<file path="src/design/tte_pkg.sv">
// shared constants and types for the compact instruction decode/execute block
package tte_pkg;
	localparam int unsigned TTE_DATA_W = 32;
	localparam int unsigned TTE_RIDX_W = 3;
	localparam int unsigned TTE_PRIO_W = 2;
	localparam logic [9:0] TTE_PAT_AND_TEST = 10'h108;
	localparam logic [9:0] TTE_PAT_ZX_BYTE = 10'h2cb;
	localparam logic [9:0] TTE_PAT_ZX_HALF = 10'h2ca;
	localparam logic [7:0] TTE_PAT_UNDEF16 = 8'hde;
	localparam logic [11:0] TTE_PAT_UNDEF32_HI = 12'hf7f;
	localparam logic [3:0] TTE_PAT_UNDEF32_LO = 4'ha;
	localparam logic [15:0] TTE_PAT_WFE = 16'hbf20;
	localparam logic [15:0] TTE_PAT_WFI = 16'hbf30;
	localparam logic [15:0] TTE_PAT_YIELD = 16'hbf10;
	localparam logic [4:0] TTE_WIDE_MIN = 5'h1d;
	localparam logic [4:0] TTE_OFF_CTRL = 5'h00;
	localparam logic [4:0] TTE_OFF_FLAGS = 5'h04;
	localparam logic [4:0] TTE_OFF_STATUS = 5'h08;
	localparam logic [4:0] TTE_OFF_MASK = 5'h0c;
	localparam logic [4:0] TTE_OFF_STATE = 5'h10;
	localparam int unsigned TTE_CTRL_PM_BIT = 0;
	localparam int unsigned TTE_FLAGS_LSB = 28;
	localparam int unsigned TTE_ST_UNDEF = 0;
	localparam int unsigned TTE_ST_WAKE = 1;
	localparam int unsigned TTE_ST_YIELD = 2;
	localparam int unsigned TTE_ST_OTHER = 3;
	localparam int unsigned TTE_ST_W = 4;
	localparam logic [TTE_ST_W-1:0] TTE_STATUS_RST = 4'h0;
	localparam logic [TTE_ST_W-1:0] TTE_MASK_RST = 4'h0;
	typedef enum logic [3:0] {
		OP_NONE = 4'h0,
		OP_AND_TEST = 4'h1,
		OP_UNDEF = 4'h2,
		OP_ZX_BYTE = 4'h3,
		OP_ZX_HALF = 4'h4,
		OP_WFE = 4'h5,
		OP_WFI = 4'h6,
		OP_YIELD = 4'h7,
		OP_OTHER = 4'h8
	} tte_op_e;
	typedef enum logic [1:0] {
		ST_RUN = 2'h0,
		ST_WAIT_EVT = 2'h1,
		ST_WAIT_IRQ = 2'h2
	} tte_state_e;
	typedef struct packed {
		tte_op_e op;
		logic [TTE_RIDX_W-1:0] ra;
		logic [TTE_RIDX_W-1:0] rb;
		logic [TTE_RIDX_W-1:0] rd;
	} tte_dec_s;
	typedef struct packed {
		logic n;
		logic z;
		logic c;
		logic v;
	} tte_flags_s;
endpackage

</file>
<file path="src/design/tte_core.sv">
// decode/execute core for test, undefined, zero-extend and hint instructions
// Summary of operation
// - Halfword bits 15:6 = 0100001000 is the AND test; operands in 5:3 and 2:0.
// - AND test sets N, Z, C, keeps V, writes no register.
// - Zero shift on second operand, so carry equals current carry flag.
// - Halfword bits 15:8 = 11011110 is permanently undefined with 8-bit immediate.
// - Wide form 111101111111/imm4 then 1010/imm12 is permanently undefined.
// - Undefined encodings raise undefined exception, no register or memory update.
// - Immediate of undefined encodings is ignored entirely.
// - Bits 15:6 = 1011001011 zero-extends source byte into destination.
// - Bits 15:6 = 1011001010 zero-extends source halfword into destination.
// - Wait-for-event clears a registered event and continues, else waits.
// - Wait-for-interrupt suspends until wake-up, raising no exception.
// - With mask bit set, only strictly higher priority exceptions end the wait; here the mask bit is not used and strictly higher priority always ends it.
// - Yield hints a swap-out; here it only signals and has no effect.
//
// Our own choices: the register offsets and the AHB-Lite register port.
`timescale 1ns/100ps
`default_nettype none
module tte_core
	import tte_pkg::*;
#(
	parameter int unsigned PRIO_W = TTE_PRIO_W
)(
	input wire logic hclk,
	input wire logic hresetn,
	input wire logic ce,
	input wire logic hsel,
	input wire logic [31:0] haddr,
	input wire logic [1:0] htrans,
	input wire logic hwrite,
	input wire logic [2:0] hsize,
	input wire logic [31:0] hwdata,
	input wire logic hready,
	output logic [31:0] hrdata,
	output logic hreadyout,
	output logic hresp,
	input wire logic instr_valid,
	input wire logic [15:0] instr_hw0,
	input wire logic [15:0] instr_hw1,
	output logic instr_ready,
	output logic [TTE_RIDX_W-1:0] rf_ra_idx,
	output logic [TTE_RIDX_W-1:0] rf_rb_idx,
	input wire logic [31:0] rf_rdata_a,
	input wire logic [31:0] rf_rdata_b,
	output logic rf_we,
	output logic [TTE_RIDX_W-1:0] rf_waddr,
	output logic [31:0] rf_wdata,
	output tte_flags_s flags,
	output logic undef_exc,
	output logic yield_hint,
	output logic sleeping,
	output logic priority_mask_bit,
	input wire logic event_in,
	input wire logic irq_pend,
	input wire logic [PRIO_W-1:0] irq_prio,
	input wire logic [PRIO_W-1:0] exec_prio,
	output logic irq
);
	tte_dec_s dec;
	tte_state_e state, next_state;
	tte_flags_s next_flags;
	logic take, wake_irq, event_reg, next_event_reg;
	logic [31:0] tst_res;
	logic next_rf_we, next_undef_exc, next_yield_hint, next_other;
	logic [TTE_RIDX_W-1:0] next_rf_waddr;
	logic [31:0] next_rf_wdata;
	logic ap_valid, ap_write, next_ap_valid, next_ap_write;
	logic [4:0] ap_addr, next_ap_addr;
	logic [31:0] next_hrdata;
	logic next_pm, bus_wr;
	logic [TTE_ST_W-1:0] status, next_status, mask, next_mask, ev_bits;

	tte_decode u_decode (
		.hw0(instr_hw0),
		.hw1(instr_hw1),
		.dec(dec)
	);

	assign instr_ready = ce && state == ST_RUN;
	assign take = instr_valid && instr_ready;
	assign rf_ra_idx = dec.ra;
	assign rf_rb_idx = dec.rb;
	// first operand and shifted second, shift amount zero
	assign tst_res = rf_rdata_a & rf_rdata_b;
	// only a strictly higher priority than the running level ends a wait
	assign wake_irq = irq_pend && (irq_prio < exec_prio);
	assign sleeping = state != ST_RUN;
	assign hreadyout = ce;
	assign hresp = 1'b0;
	assign bus_wr = ce && ap_valid && ap_write;
	assign irq = |(status & mask);

	// execution and flags
	always_comb begin
		next_flags = flags;
		next_rf_we = 1'b0;
		next_rf_waddr = rf_waddr;
		next_rf_wdata = rf_wdata;
		next_undef_exc = 1'b0;
		next_yield_hint = 1'b0;
		next_other = 1'b0;
		if (bus_wr && ap_addr == TTE_OFF_FLAGS) begin
			next_flags = hwdata[TTE_FLAGS_LSB +: 4];
		end
		if (take) begin
			case (dec.op)
				OP_AND_TEST: begin
					next_flags.n = tst_res[31];
					next_flags.z = (tst_res == 32'h0);
					next_flags.c = flags.c;
					// overflow kept even against a same-cycle bus write
					next_flags.v = flags.v;
				end
				OP_UNDEF: begin
					next_undef_exc = 1'b1;
				end
				OP_ZX_BYTE: begin
					next_rf_we = 1'b1;
					next_rf_waddr = dec.rd;
					next_rf_wdata = {24'h0, rf_rdata_b[7:0]};
				end
				OP_ZX_HALF: begin
					next_rf_we = 1'b1;
					next_rf_waddr = dec.rd;
					next_rf_wdata = {16'h0, rf_rdata_b[15:0]};
				end
				OP_YIELD: begin
					// no multithreading here, so the hint is only reported
					next_yield_hint = 1'b1;
				end
				OP_WFE, OP_WFI, OP_NONE: begin
					next_other = 1'b0;
				end
				default: begin
					next_other = 1'b1;
				end
			endcase
		end
	end

	always_ff @(posedge hclk or negedge hresetn) begin
		if (!hresetn) begin
			flags <= '0;
			rf_we <= 1'b0;
			rf_waddr <= '0;
			rf_wdata <= 32'h0;
			undef_exc <= 1'b0;
			yield_hint <= 1'b0;
		end else if (ce) begin
			flags <= next_flags;
			rf_we <= next_rf_we;
			rf_waddr <= next_rf_waddr;
			rf_wdata <= next_rf_wdata;
			undef_exc <= next_undef_exc;
			yield_hint <= next_yield_hint;
		end
	end

	// wait states and event register
	always_comb begin
		next_state = state;
		next_event_reg = event_reg;
		case (state)
			ST_RUN: begin
				if (take && dec.op == OP_WFE) begin
					if (event_reg) begin
						next_event_reg = 1'b0;
					end else begin
						next_state = ST_WAIT_EVT;
					end
				end else if (take && dec.op == OP_WFI) begin
					next_state = ST_WAIT_IRQ;
				end
			end
			ST_WAIT_EVT: begin
				if (event_reg) begin
					next_event_reg = 1'b0;
					next_state = ST_RUN;
				end else if (wake_irq) begin
					next_state = ST_RUN;
				end
			end
			ST_WAIT_IRQ: begin
				if (wake_irq) begin
					next_state = ST_RUN;
				end
			end
			default: begin
				next_state = ST_RUN;
			end
		endcase
		// an arriving event beats the clear
		if (event_in) begin
			next_event_reg = 1'b1;
		end
	end

	always_ff @(posedge hclk or negedge hresetn) begin
		if (!hresetn) begin
			state <= ST_RUN;
			event_reg <= 1'b0;
		end else if (ce) begin
			state <= next_state;
			event_reg <= next_event_reg;
		end
	end

	// bus slave, interrupt status and mask
	always_comb begin
		next_ap_valid = ap_valid;
		next_ap_write = ap_write;
		next_ap_addr = ap_addr;
		next_hrdata = hrdata;
		next_pm = priority_mask_bit;
		next_mask = mask;
		ev_bits = '0;
		ev_bits[TTE_ST_UNDEF] = next_undef_exc;
		ev_bits[TTE_ST_WAKE] = sleeping && next_state == ST_RUN;
		ev_bits[TTE_ST_YIELD] = next_yield_hint;
		ev_bits[TTE_ST_OTHER] = next_other;
		next_status = status;
		if (bus_wr) begin
			case (ap_addr)
				TTE_OFF_CTRL: next_pm = hwdata[TTE_CTRL_PM_BIT];
				TTE_OFF_STATUS: next_status = status & ~hwdata[TTE_ST_W-1:0];
				TTE_OFF_MASK: next_mask = hwdata[TTE_ST_W-1:0];
				default: next_mask = mask;
			endcase
		end
		// set wins over a same-cycle write-one clear
		next_status = next_status | ev_bits;
		if (hready) begin
			next_ap_valid = hsel && htrans[1];
			next_ap_write = hwrite;
			next_ap_addr = {haddr[4:2], 2'b00};
			next_hrdata = 32'h0;
			case ({haddr[4:2], 2'b00})
				TTE_OFF_CTRL: next_hrdata[TTE_CTRL_PM_BIT] = priority_mask_bit;
				TTE_OFF_FLAGS: next_hrdata[TTE_FLAGS_LSB +: 4] = flags;
				TTE_OFF_STATUS: next_hrdata[TTE_ST_W-1:0] = status;
				TTE_OFF_MASK: next_hrdata[TTE_ST_W-1:0] = mask;
				TTE_OFF_STATE: next_hrdata[2:0] = {event_reg, state};
				default: next_hrdata = 32'h0;
			endcase
			if (|haddr[31:5]) begin
				next_hrdata = 32'h0;
				next_ap_valid = 1'b0;
			end
		end
	end

	always_ff @(posedge hclk or negedge hresetn) begin
		if (!hresetn) begin
			ap_valid <= 1'b0;
			ap_write <= 1'b0;
			ap_addr <= '0;
			hrdata <= 32'h0;
			priority_mask_bit <= 1'b0;
			status <= TTE_STATUS_RST;
			mask <= TTE_MASK_RST;
		end else if (ce) begin
			ap_valid <= next_ap_valid;
			ap_write <= next_ap_write;
			ap_addr <= next_ap_addr;
			hrdata <= next_hrdata;
			priority_mask_bit <= next_pm;
			status <= next_status;
			mask <= next_mask;
		end
	end

	property p_and_test_nz;
		@(posedge hclk) disable iff (!hresetn)
		take && dec.op == OP_AND_TEST |=>
			flags.z == ($past(tst_res) == 32'h0) && flags.n == $past(tst_res[31]);
	endproperty
	a_and_test_nz: assert property (p_and_test_nz) else $error("and test flags wrong");

	property p_and_test_cv;
		@(posedge hclk) disable iff (!hresetn)
		take && dec.op == OP_AND_TEST |=> $stable(flags.c) && $stable(flags.v) && !rf_we;
	endproperty
	a_and_test_cv: assert property (p_and_test_cv) else $error("and test changed c, v or reg");

	property p_undef;
		@(posedge hclk) disable iff (!hresetn)
		take && dec.op == OP_UNDEF |=> undef_exc && !rf_we && status[TTE_ST_UNDEF];
	endproperty
	a_undef: assert property (p_undef) else $error("undefined op did not trap");

	property p_zx_byte;
		@(posedge hclk) disable iff (!hresetn)
		take && dec.op == OP_ZX_BYTE |=>
			rf_we && rf_wdata == ($past(rf_rdata_b) & 32'h000000ff) && rf_waddr == $past(dec.rd);
	endproperty
	a_zx_byte: assert property (p_zx_byte) else $error("byte extend wrong");

	property p_zx_half;
		@(posedge hclk) disable iff (!hresetn)
		take && dec.op == OP_ZX_HALF |=> rf_we && rf_wdata == ($past(rf_rdata_b) & 32'h0000ffff);
	endproperty
	a_zx_half: assert property (p_zx_half) else $error("halfword extend wrong");

	property p_wfe_event;
		@(posedge hclk) disable iff (!hresetn)
		take && dec.op == OP_WFE && event_reg && !event_in |=> state == ST_RUN && !event_reg;
	endproperty
	a_wfe_event: assert property (p_wfe_event) else $error("wait for event did not consume");

	property p_wfi_enter;
		@(posedge hclk) disable iff (!hresetn)
		take && dec.op == OP_WFI |=> state == ST_WAIT_IRQ && !undef_exc && !instr_ready;
	endproperty
	a_wfi_enter: assert property (p_wfi_enter) else $error("wait for irq not entered");

	property p_wfi_exit;
		@(posedge hclk) disable iff (!hresetn)
		ce && state == ST_WAIT_IRQ |=> (state == ST_RUN) == $past(wake_irq);
	endproperty
	a_wfi_exit: assert property (p_wfi_exit) else $error("irq wait exit wrong");

	property p_yield;
		@(posedge hclk) disable iff (!hresetn)
		take && dec.op == OP_YIELD |=> yield_hint && !rf_we && state == ST_RUN;
	endproperty
	a_yield: assert property (p_yield) else $error("yield had an effect");
endmodule
`default_nettype wire

</file>
<file path="src/design/tte_decode.sv">
// combinational decoder for the supported halfword encodings
`timescale 1ns/100ps
`default_nettype none
module tte_decode
	import tte_pkg::*;
(
	input wire logic [15:0] hw0,
	input wire logic [15:0] hw1,
	output tte_dec_s dec
);
	always_comb begin
		dec.op = OP_OTHER;
		// low register indices only, taken as unsigned field values
		dec.ra = hw0[2:0];
		dec.rb = hw0[5:3];
		dec.rd = hw0[2:0];
		if (hw0[15:6] == TTE_PAT_AND_TEST) begin
			dec.op = OP_AND_TEST;
		end else if (hw0[15:8] == TTE_PAT_UNDEF16) begin
			dec.op = OP_UNDEF;
		end else if (hw0[15:4] == TTE_PAT_UNDEF32_HI && hw1[15:12] == TTE_PAT_UNDEF32_LO) begin
			dec.op = OP_UNDEF;
		end else if (hw0[15:6] == TTE_PAT_ZX_BYTE) begin
			dec.op = OP_ZX_BYTE;
		end else if (hw0[15:6] == TTE_PAT_ZX_HALF) begin
			dec.op = OP_ZX_HALF;
		end else if (hw0 == TTE_PAT_WFE) begin
			dec.op = OP_WFE;
		end else if (hw0 == TTE_PAT_WFI) begin
			dec.op = OP_WFI;
		end else if (hw0 == TTE_PAT_YIELD) begin
			dec.op = OP_YIELD;
		end
		// immediates of the undefined forms are never looked at
	end
endmodule
`default_nettype wire

</file>
<file path="config.mk">
export PLATFORM = sky130hd
export DESIGN_NAME = tte_core
export DESIGN_NICKNAME = d
export VERILOG_FILES = /design/src/design/tte_pkg.sv /design/src/design/tte_core.sv /design/src/design/tte_decode.sv
export SDC_FILE = /design/constraint.sdc
export NUM_CORES = 1
export LEC_CHECK = 0
export BUFFER_PORTS_ARGS = -buffer_cell sky130_fd_sc_hd__buf_2
export CAP_MARGIN = 40
export CORE_AREA = 2 2 104 106
export DETAILED_ROUTE_END_ITERATION = 16
export DIE_AREA = 0 0 106 108
export GPL_TIMING_DRIVEN = 0
export PLACE_DENSITY = 0.66
export SKIP_LAST_GASP = 1
export SLEW_MARGIN = 20
export SYNTH_ARGS = -nofsm -noshare
export SYNTH_HDL_FRONTEND = slang
export SYNTH_SLANG_ARGS = --single-unit
export TNS_END_PERCENT = 50
</file>
<file path="constraint.sdc">
create_clock -name hclk -period 6.35 [get_ports hclk]
set_clock_uncertainty 0.2 [all_clocks]
set_input_delay 0.635 -clock hclk [delete_from_list [all_inputs] [get_ports hclk]]
set_output_delay 0.635 -clock hclk [all_outputs]
set_load 0.03 [all_outputs]
</file>
# After elaboration in Yosys (flattened, before gate mapping)
# Cells that the tools add are included.
# totals
reg_bits	91
inputBits	178
output_inout_bits	86
word_cells	119
# classes
magnitude_cmp	1
eq_ne	27
mux	37
bitwise_logic	5
reduce_logical	31
# op_table
cell	count
32-bit one-hot mux with 2 select lines	1
4-bit two-way mux	14
16-bit equality test, second input constant	3
32-bit bitwise AND	1
32-bit logical NOT	1
32-bit two-way mux	1
27-bit OR reduction	1
10-bit equality test, second input constant	2
4-bit by 3-bit equality test with 1-bit output, second input constant	4
3-bit AND reduction	5
12-bit equality test, second input constant	1
3-bit by 2-bit equality test with 1-bit output, second input constant	4
2-bit one-hot mux with 3 select lines	2
1-bit logical AND	11
1-bit two-way mux	11
10-bit by 9-bit equality test with 1-bit output, second input constant	1
2-bit two-way mux	5
4-bit bitwise AND	2
4-bit by 2-bit equality test with 1-bit output, second input constant	2
8-bit equality test, second input constant	1
8-bit OR reduction	1
3-bit by 1-bit equality test with 1-bit output, second input constant	2
5-bit logical NOT	1
4-bit by 1-bit equality test with 1-bit output, second input constant	1
other kinds (19)	23

# Longest topological paths before layout
# depth
ltp_word	17
ltp_mapped	7
ltp_nobuf	6

# By module
# A second synthesis with hierarchy kept.
# unflattened
cells_unflattened	287
hier_area_um2	3072.9
# modules_own_cells
module	instances	cells_per_inst	area_each_um2	seq_area_each_um2
tte_core	1	252	2800.2	1276.2
tte_decode	1	35	272.8	0.0

# Worst setup path before layout
# Ideal clock, no wire load.
# synth_timing
path_kind	input -> register
from	input ce
to	register rf_waddr[2]
setup_time_ps	125
arrival_ps	2549
required_ps	6025
path_slack_ps	3476
path_stages	6
n_path_buf	1
path_cell_list	nor3b_1 > and2_0 > o21ai_0 > a31o_2 > buf_6 > mux2_4
# synth_via
elab_chain_cells	3
# synth_rtl
item	line_no	text
start: declaration	tte_core.sv:27	input wire logic ce,
1-bit logical AND	tte_core.sv:80	assign instr_ready = ce && state == ST_RUN;
1-bit logical AND	tte_core.sv:81	assign take = instr_valid && instr_ready;
3-bit AND reduction (no line) (*)	n/a	
end signal: assignment	tte_core.sv:153	rf_waddr <= next_rf_waddr;
end: declaration	tte_core.sv:47	output logic [TTE_RIDX_W-1:0] rf_waddr,
# Every way passes the cells marked *; elsewhere a longest branch is shown, timed or not.
# A chain may end at the register's enable or synchronous reset.

# Worst setup path in the final report
# layout_timing
from	input instr_hw0[8]
to	register rf_wdata[5]
# layout_via
elab_chain_cells	12
elab_cells_between_ends	21
cone_classes	10 x eq/ne; 8 x mux; 3 x reduce/logical
# layout_rtl
item	line_no	text
start: declaration	tte_core.sv:39	input wire logic [15:0] instr_hw0,
16-bit equality test	tte_decode.sv:31	end else if (hw0 == TTE_PAT_YIELD) begin
4-bit two-way mux	tte_decode.sv:31	
4-bit two-way mux	tte_decode.sv:29	end else if (hw0 == TTE_PAT_WFI) begin
4-bit two-way mux	tte_decode.sv:27	end else if (hw0 == TTE_PAT_WFE) begin
4-bit two-way mux	tte_decode.sv:25	end else if (hw0[15:6] == TTE_PAT_ZX_HALF) begin
4-bit two-way mux	tte_decode.sv:23	end else if (hw0[15:6] == TTE_PAT_ZX_BYTE) begin
4-bit two-way mux	tte_decode.sv:21	end else if (hw0[15:4] == TTE_PAT_UNDEF32_HI && hw1[15:12] == TTE_PAT_UNDEF32_LO) begin
4-bit two-way mux	tte_decode.sv:19	end else if (hw0[15:8] == TTE_PAT_UNDEF16) begin
4-bit two-way mux (*)	tte_decode.sv:17	if (hw0[15:6] == TTE_PAT_AND_TEST) begin
4-bit by 3-bit equality test with 1-bit output or 4-bit by 2-bit equality test with 1-bit output (tied branches)	tte_core.sv:107	case (dec.op)
2-bit nonzero test (no line) (*)	n/a	
3-bit AND reduction (no line) (*)	n/a	
end signal: assignment	tte_core.sv:154	rf_wdata <= next_rf_wdata;
end: declaration	tte_core.sv:48	output logic [31:0] rf_wdata,
# Marked as above.

==> metrics list <==
- Counting flops per register, the top entry is rf_wdata.
- I/O Pins: 264
- GRT Residual Overflow: 0
- Count of inserted antenna diode cells: 0
* Lkg Pwr: 0.00244 uW
* Largest net degree at the start of global routing: 52
* Layout cell share with drive strength beyond 1: 49.5%
- The congestion estimate from routability-driven global placement came to 0.805.
* WP data arrival: 2700 ps
* Port bufs: 179
- CP max stage delay: 540 ps
* Worst Max-Slew Pin Slew: 850 ps
- Before CTS, the worst setup slack after placement is 3300 ps.
* Largest registers: rf_wdata x16, hrdata x8
* Clk_lat worst skew: 290 ps
* Pre-Repair DR Iteration Count: 5
- The register with the most flip-flops in the layout has 16 of them.
- Setup repair after global routing missed its margin: no
- Share of async-settable or async-resettable flops after synthesis: 100%
* Number of cells on the worst reg-to-reg path: 7
* Die extent in x: 106 microns
- CTS tree: built
- The filler cells instantiated in the layout total 1041.
- Post-synth EDFFs: 0
* Number of levels in the clock H-tree: 2
- Source of the worst register-to-register timing path: state[0]$_DFFE_PN0P_
- Outcome: completed
- Fin Setup TNS: 0 ps
* Number of buffers inserted during clock tree synthesis: 5
- Clock tree synthesis selected as its root buffer the cell sky130_fd_sc_hd__clkbuf_8.
* Wire per inst: 13.9 microns
* CP Launch Type: primary input
* Number of antenna-violating nets in the routed design: 0
- For the finished layout, the period the worst path requires is 2710 ps.
- CP top delay family: simple AND/OR/NAND/NOR gates
* Number of distinct library cells after synthesis: 54
- Cell with the largest stage delay on the worst path: sky130_fd_sc_hd__nor4_1
* Final setup violation count: 0
- Rows: 37
* Vert. Die Dim: 108 microns
* Flop-to-flop setup slack: 3650 ps
- Area of the die: 11400 sq um
* Routed via count divided by cell count: 4.58
- The number of setup buffers added after CTS is 0.
* Slew Viols, Final: 0
- The worst setup path is captured at a flop.
- Counting both buffers and inverters, the worst setup path holds a total of 3.
- After legalization and detailed placement, the total HPWL measured 7.82 mm.
- CP Max Fanout: 10
- In this run, post-CTS repair resized a total of 0 instances.
- Initial core utilization: 30.6%
- Highest attainable clock frequency: 368 MHz
- In this run the worst hold path is classified as primary input to asynchronous set/reset pin.
- DRC violation total after the first TritonRoute iteration: 148
- The worst register-to-register path ends at rf_wdata[5]$_DFFE_PN0P_.
* Number of warnings issued by yosys: 0
- Number of antenna violations at the first check in global routing: 0
- DRC viols: 0
- Area of the placeable core: 10200 sq um
- The most used flip-flop cell after synthesis is sky130_fd_sc_hd__dfrtp_1.
* Number of clock sinks: 51
* Data required time of the critical path: 6340 ps
* Most common cell after layout, fill and taps aside: sky130_fd_sc_hd__buf_2
- Mapped cell area: 3130 sq um
- The critical path goes through buf_2, or3b_1, clkbuf_2, nor4_1, a311oi_1, a31o_2, buf_6, mux2_4.
- A synthesized cell averages 10.0 sq um.
* Clock transition at the register clock pins on the worst setup and hold paths after CTS: 90 ps
* Final worst setup slack: 3640 ps
- Area growth syn-to-layout: 42.4%
- The top cell types in the final layout, fill and taps aside, are 179 x sky130_fd_sc_hd__buf_2, 51 x sky130_fd_sc_hd__dfrtp_1, 49 x sky130_fd_sc_hd__buf_4, 41 x sky130_fd_sc_hd__conb_1, 32 x sky130_fd_sc_hd__nand2_1.
- In the final design database the tool counted 718 nets.
- The first global-routing pass estimated 14.6 mm of wire.
- VDD sags by at most 0.0000848 V.
* Number of buffers inserted for hold repair after clock tree synthesis: 0
* Vias in the first global route: 2931
- Global routing used 15.9% of the available tracks.
- Sequential elements use 40.8% of the synthesized area.
- Max_cap viols: 0
- Worst slew margin relative to its limit: 42.8%
* Post-Syn Instances: 312
- Maximum root-to-sink buffer count: 2
- Overall via count from detail_route: 3092
- The worst setup path is of the primary input to flop kind.
- The hold violation total from the final report was 0.
- Of the available clock period, the critical path in the final layout requires 42.7%.
- Dividing total power by cell area gives a power density of 159 nW/um^2.
- Final Routed Wirelength: 9.41 mm
- Register bit total from synthesis: 51
==> cells in the mapped netlist, drive strengths merged (4+ instances only) <==
cell / number / area share (%)
buf: 50 / 12
nand2: 32 / 3.8
o21ai: 16 / 2.6
nor2: 9 / 1.1
mux2i: 7 / 2.2
nand4b: 4 / 1.1
o2bb2ai: 4 / 1.1
dfrtp: 51 / 41
nand2b: 7 / 1.4
inv: 8 / 0.96
nor4: 13 / 2.6
mux2: 22 / 9.0
nand3: 6 / 0.96
clkbuf: 6 / 0.76
nor3: 5 / 0.80
nand4: 8 / 1.6
a22o: 13 / 3.6
a22oi: 9 / 2.2
==> power by group <==
group	total, uW	switching [uW]	internal [uW]	leakage [uW]
combinational	155	86.8	67.9	0.00170
clock	220	104	116	0.0000513
sequential	333	3.73	329	0.000693
==> layout make-up <==
class                   instances  area, sq um  area share [%]
repair buffers                180          903            20.3
inverters                       8         30.0           0.674
multi-input cells             237         1570            35.1
plain buffers                  56          407            9.13
clock inverters                 1         30.0           0.674
flip-flops and latches         51         1280            28.7
well taps                     136          170            3.82
clock buffers                   6         72.6            1.63
==> metrics by stage <==
| step | instances | instance area [sq um] | power (uW) | hold slack, ps | utilization, % |
|---|---|---|---|---|---|
| global placement | 667 | 4340 | 491 | 280 | 42.5 |
| finish | 675 | 4450 | 708 | 157 | 43.5 |
| floorplan | 352 | 3280 | 427 | 139 | - |
| CTS | 675 | 4450 | 715 | 192 | 43.5 |
| global route | 675 | 4450 | 739 | 224 | 43.5 |
| detailed placement | 668 | 4350 | 494 | 287 | 42.5 |
==> cells by family (layout without fill, tap and decap cells) <==
| kind of cell | count (synthesis) | after routing | synth area share (%) |
|---|---|---|---|
| AND/OR/NAND/NOR | 103 | 103 | 18.7 |
| buffers and inverters | 64 | 251 | 14.0 |
| AO/OA/AOI/OAI | 63 | 63 | 14.8 |
| flip-flops | 51 | 51 | 40.8 |
| multiplexers | 29 | 29 | 11.2 |
| adder cells (fa/ha/maj) | 1 | 1 | 0.400 |
| other | 1 | 41 | 0.120 |
==> worst max path at each step <==
| stage | cells after the start | startpoint | to | slack [ps] |
|---|---|---|---|---|
| after floorplan | 6 | ce | rf_waddr[2]$_DFFE_PN0P_ | 3480 |
| after global placement | 7 | instr_hw0[8] | rf_wdata[15]$_DFFE_PN0P_ | 2960 |
| after detailed placement | 8 | instr_hw0[8] | rf_wdata[2]$_DFFE_PN0P_ | 3300 |
| after CTS | 8 | instr_hw0[8] | rf_wdata[5]$_DFFE_PN0P_ | 3630 |
| after global routing | 8 | instr_hw0[8] | rf_wdata[5]$_DFFE_PN0P_ | 3500 |
| final | 8 | instr_hw0[8] | rf_wdata[5]$_DFFE_PN0P_ | 3640 |
==> metal layers <==
metal / wire (microns) / up-vias / GRT usage (%) / share of wire, %
li1: - / 1526 / - / -
met1: 4090 / 1427 / 20.7 / 43
met2: 4630 / 134 / 28.1 / 49
met3: 610 / 5 / 2.23 / 6.5
met4: 75 / 0 / 3.48 / 0.80
met5: 0 / - / 0 / 0
(Power assumes the default switching activity.)
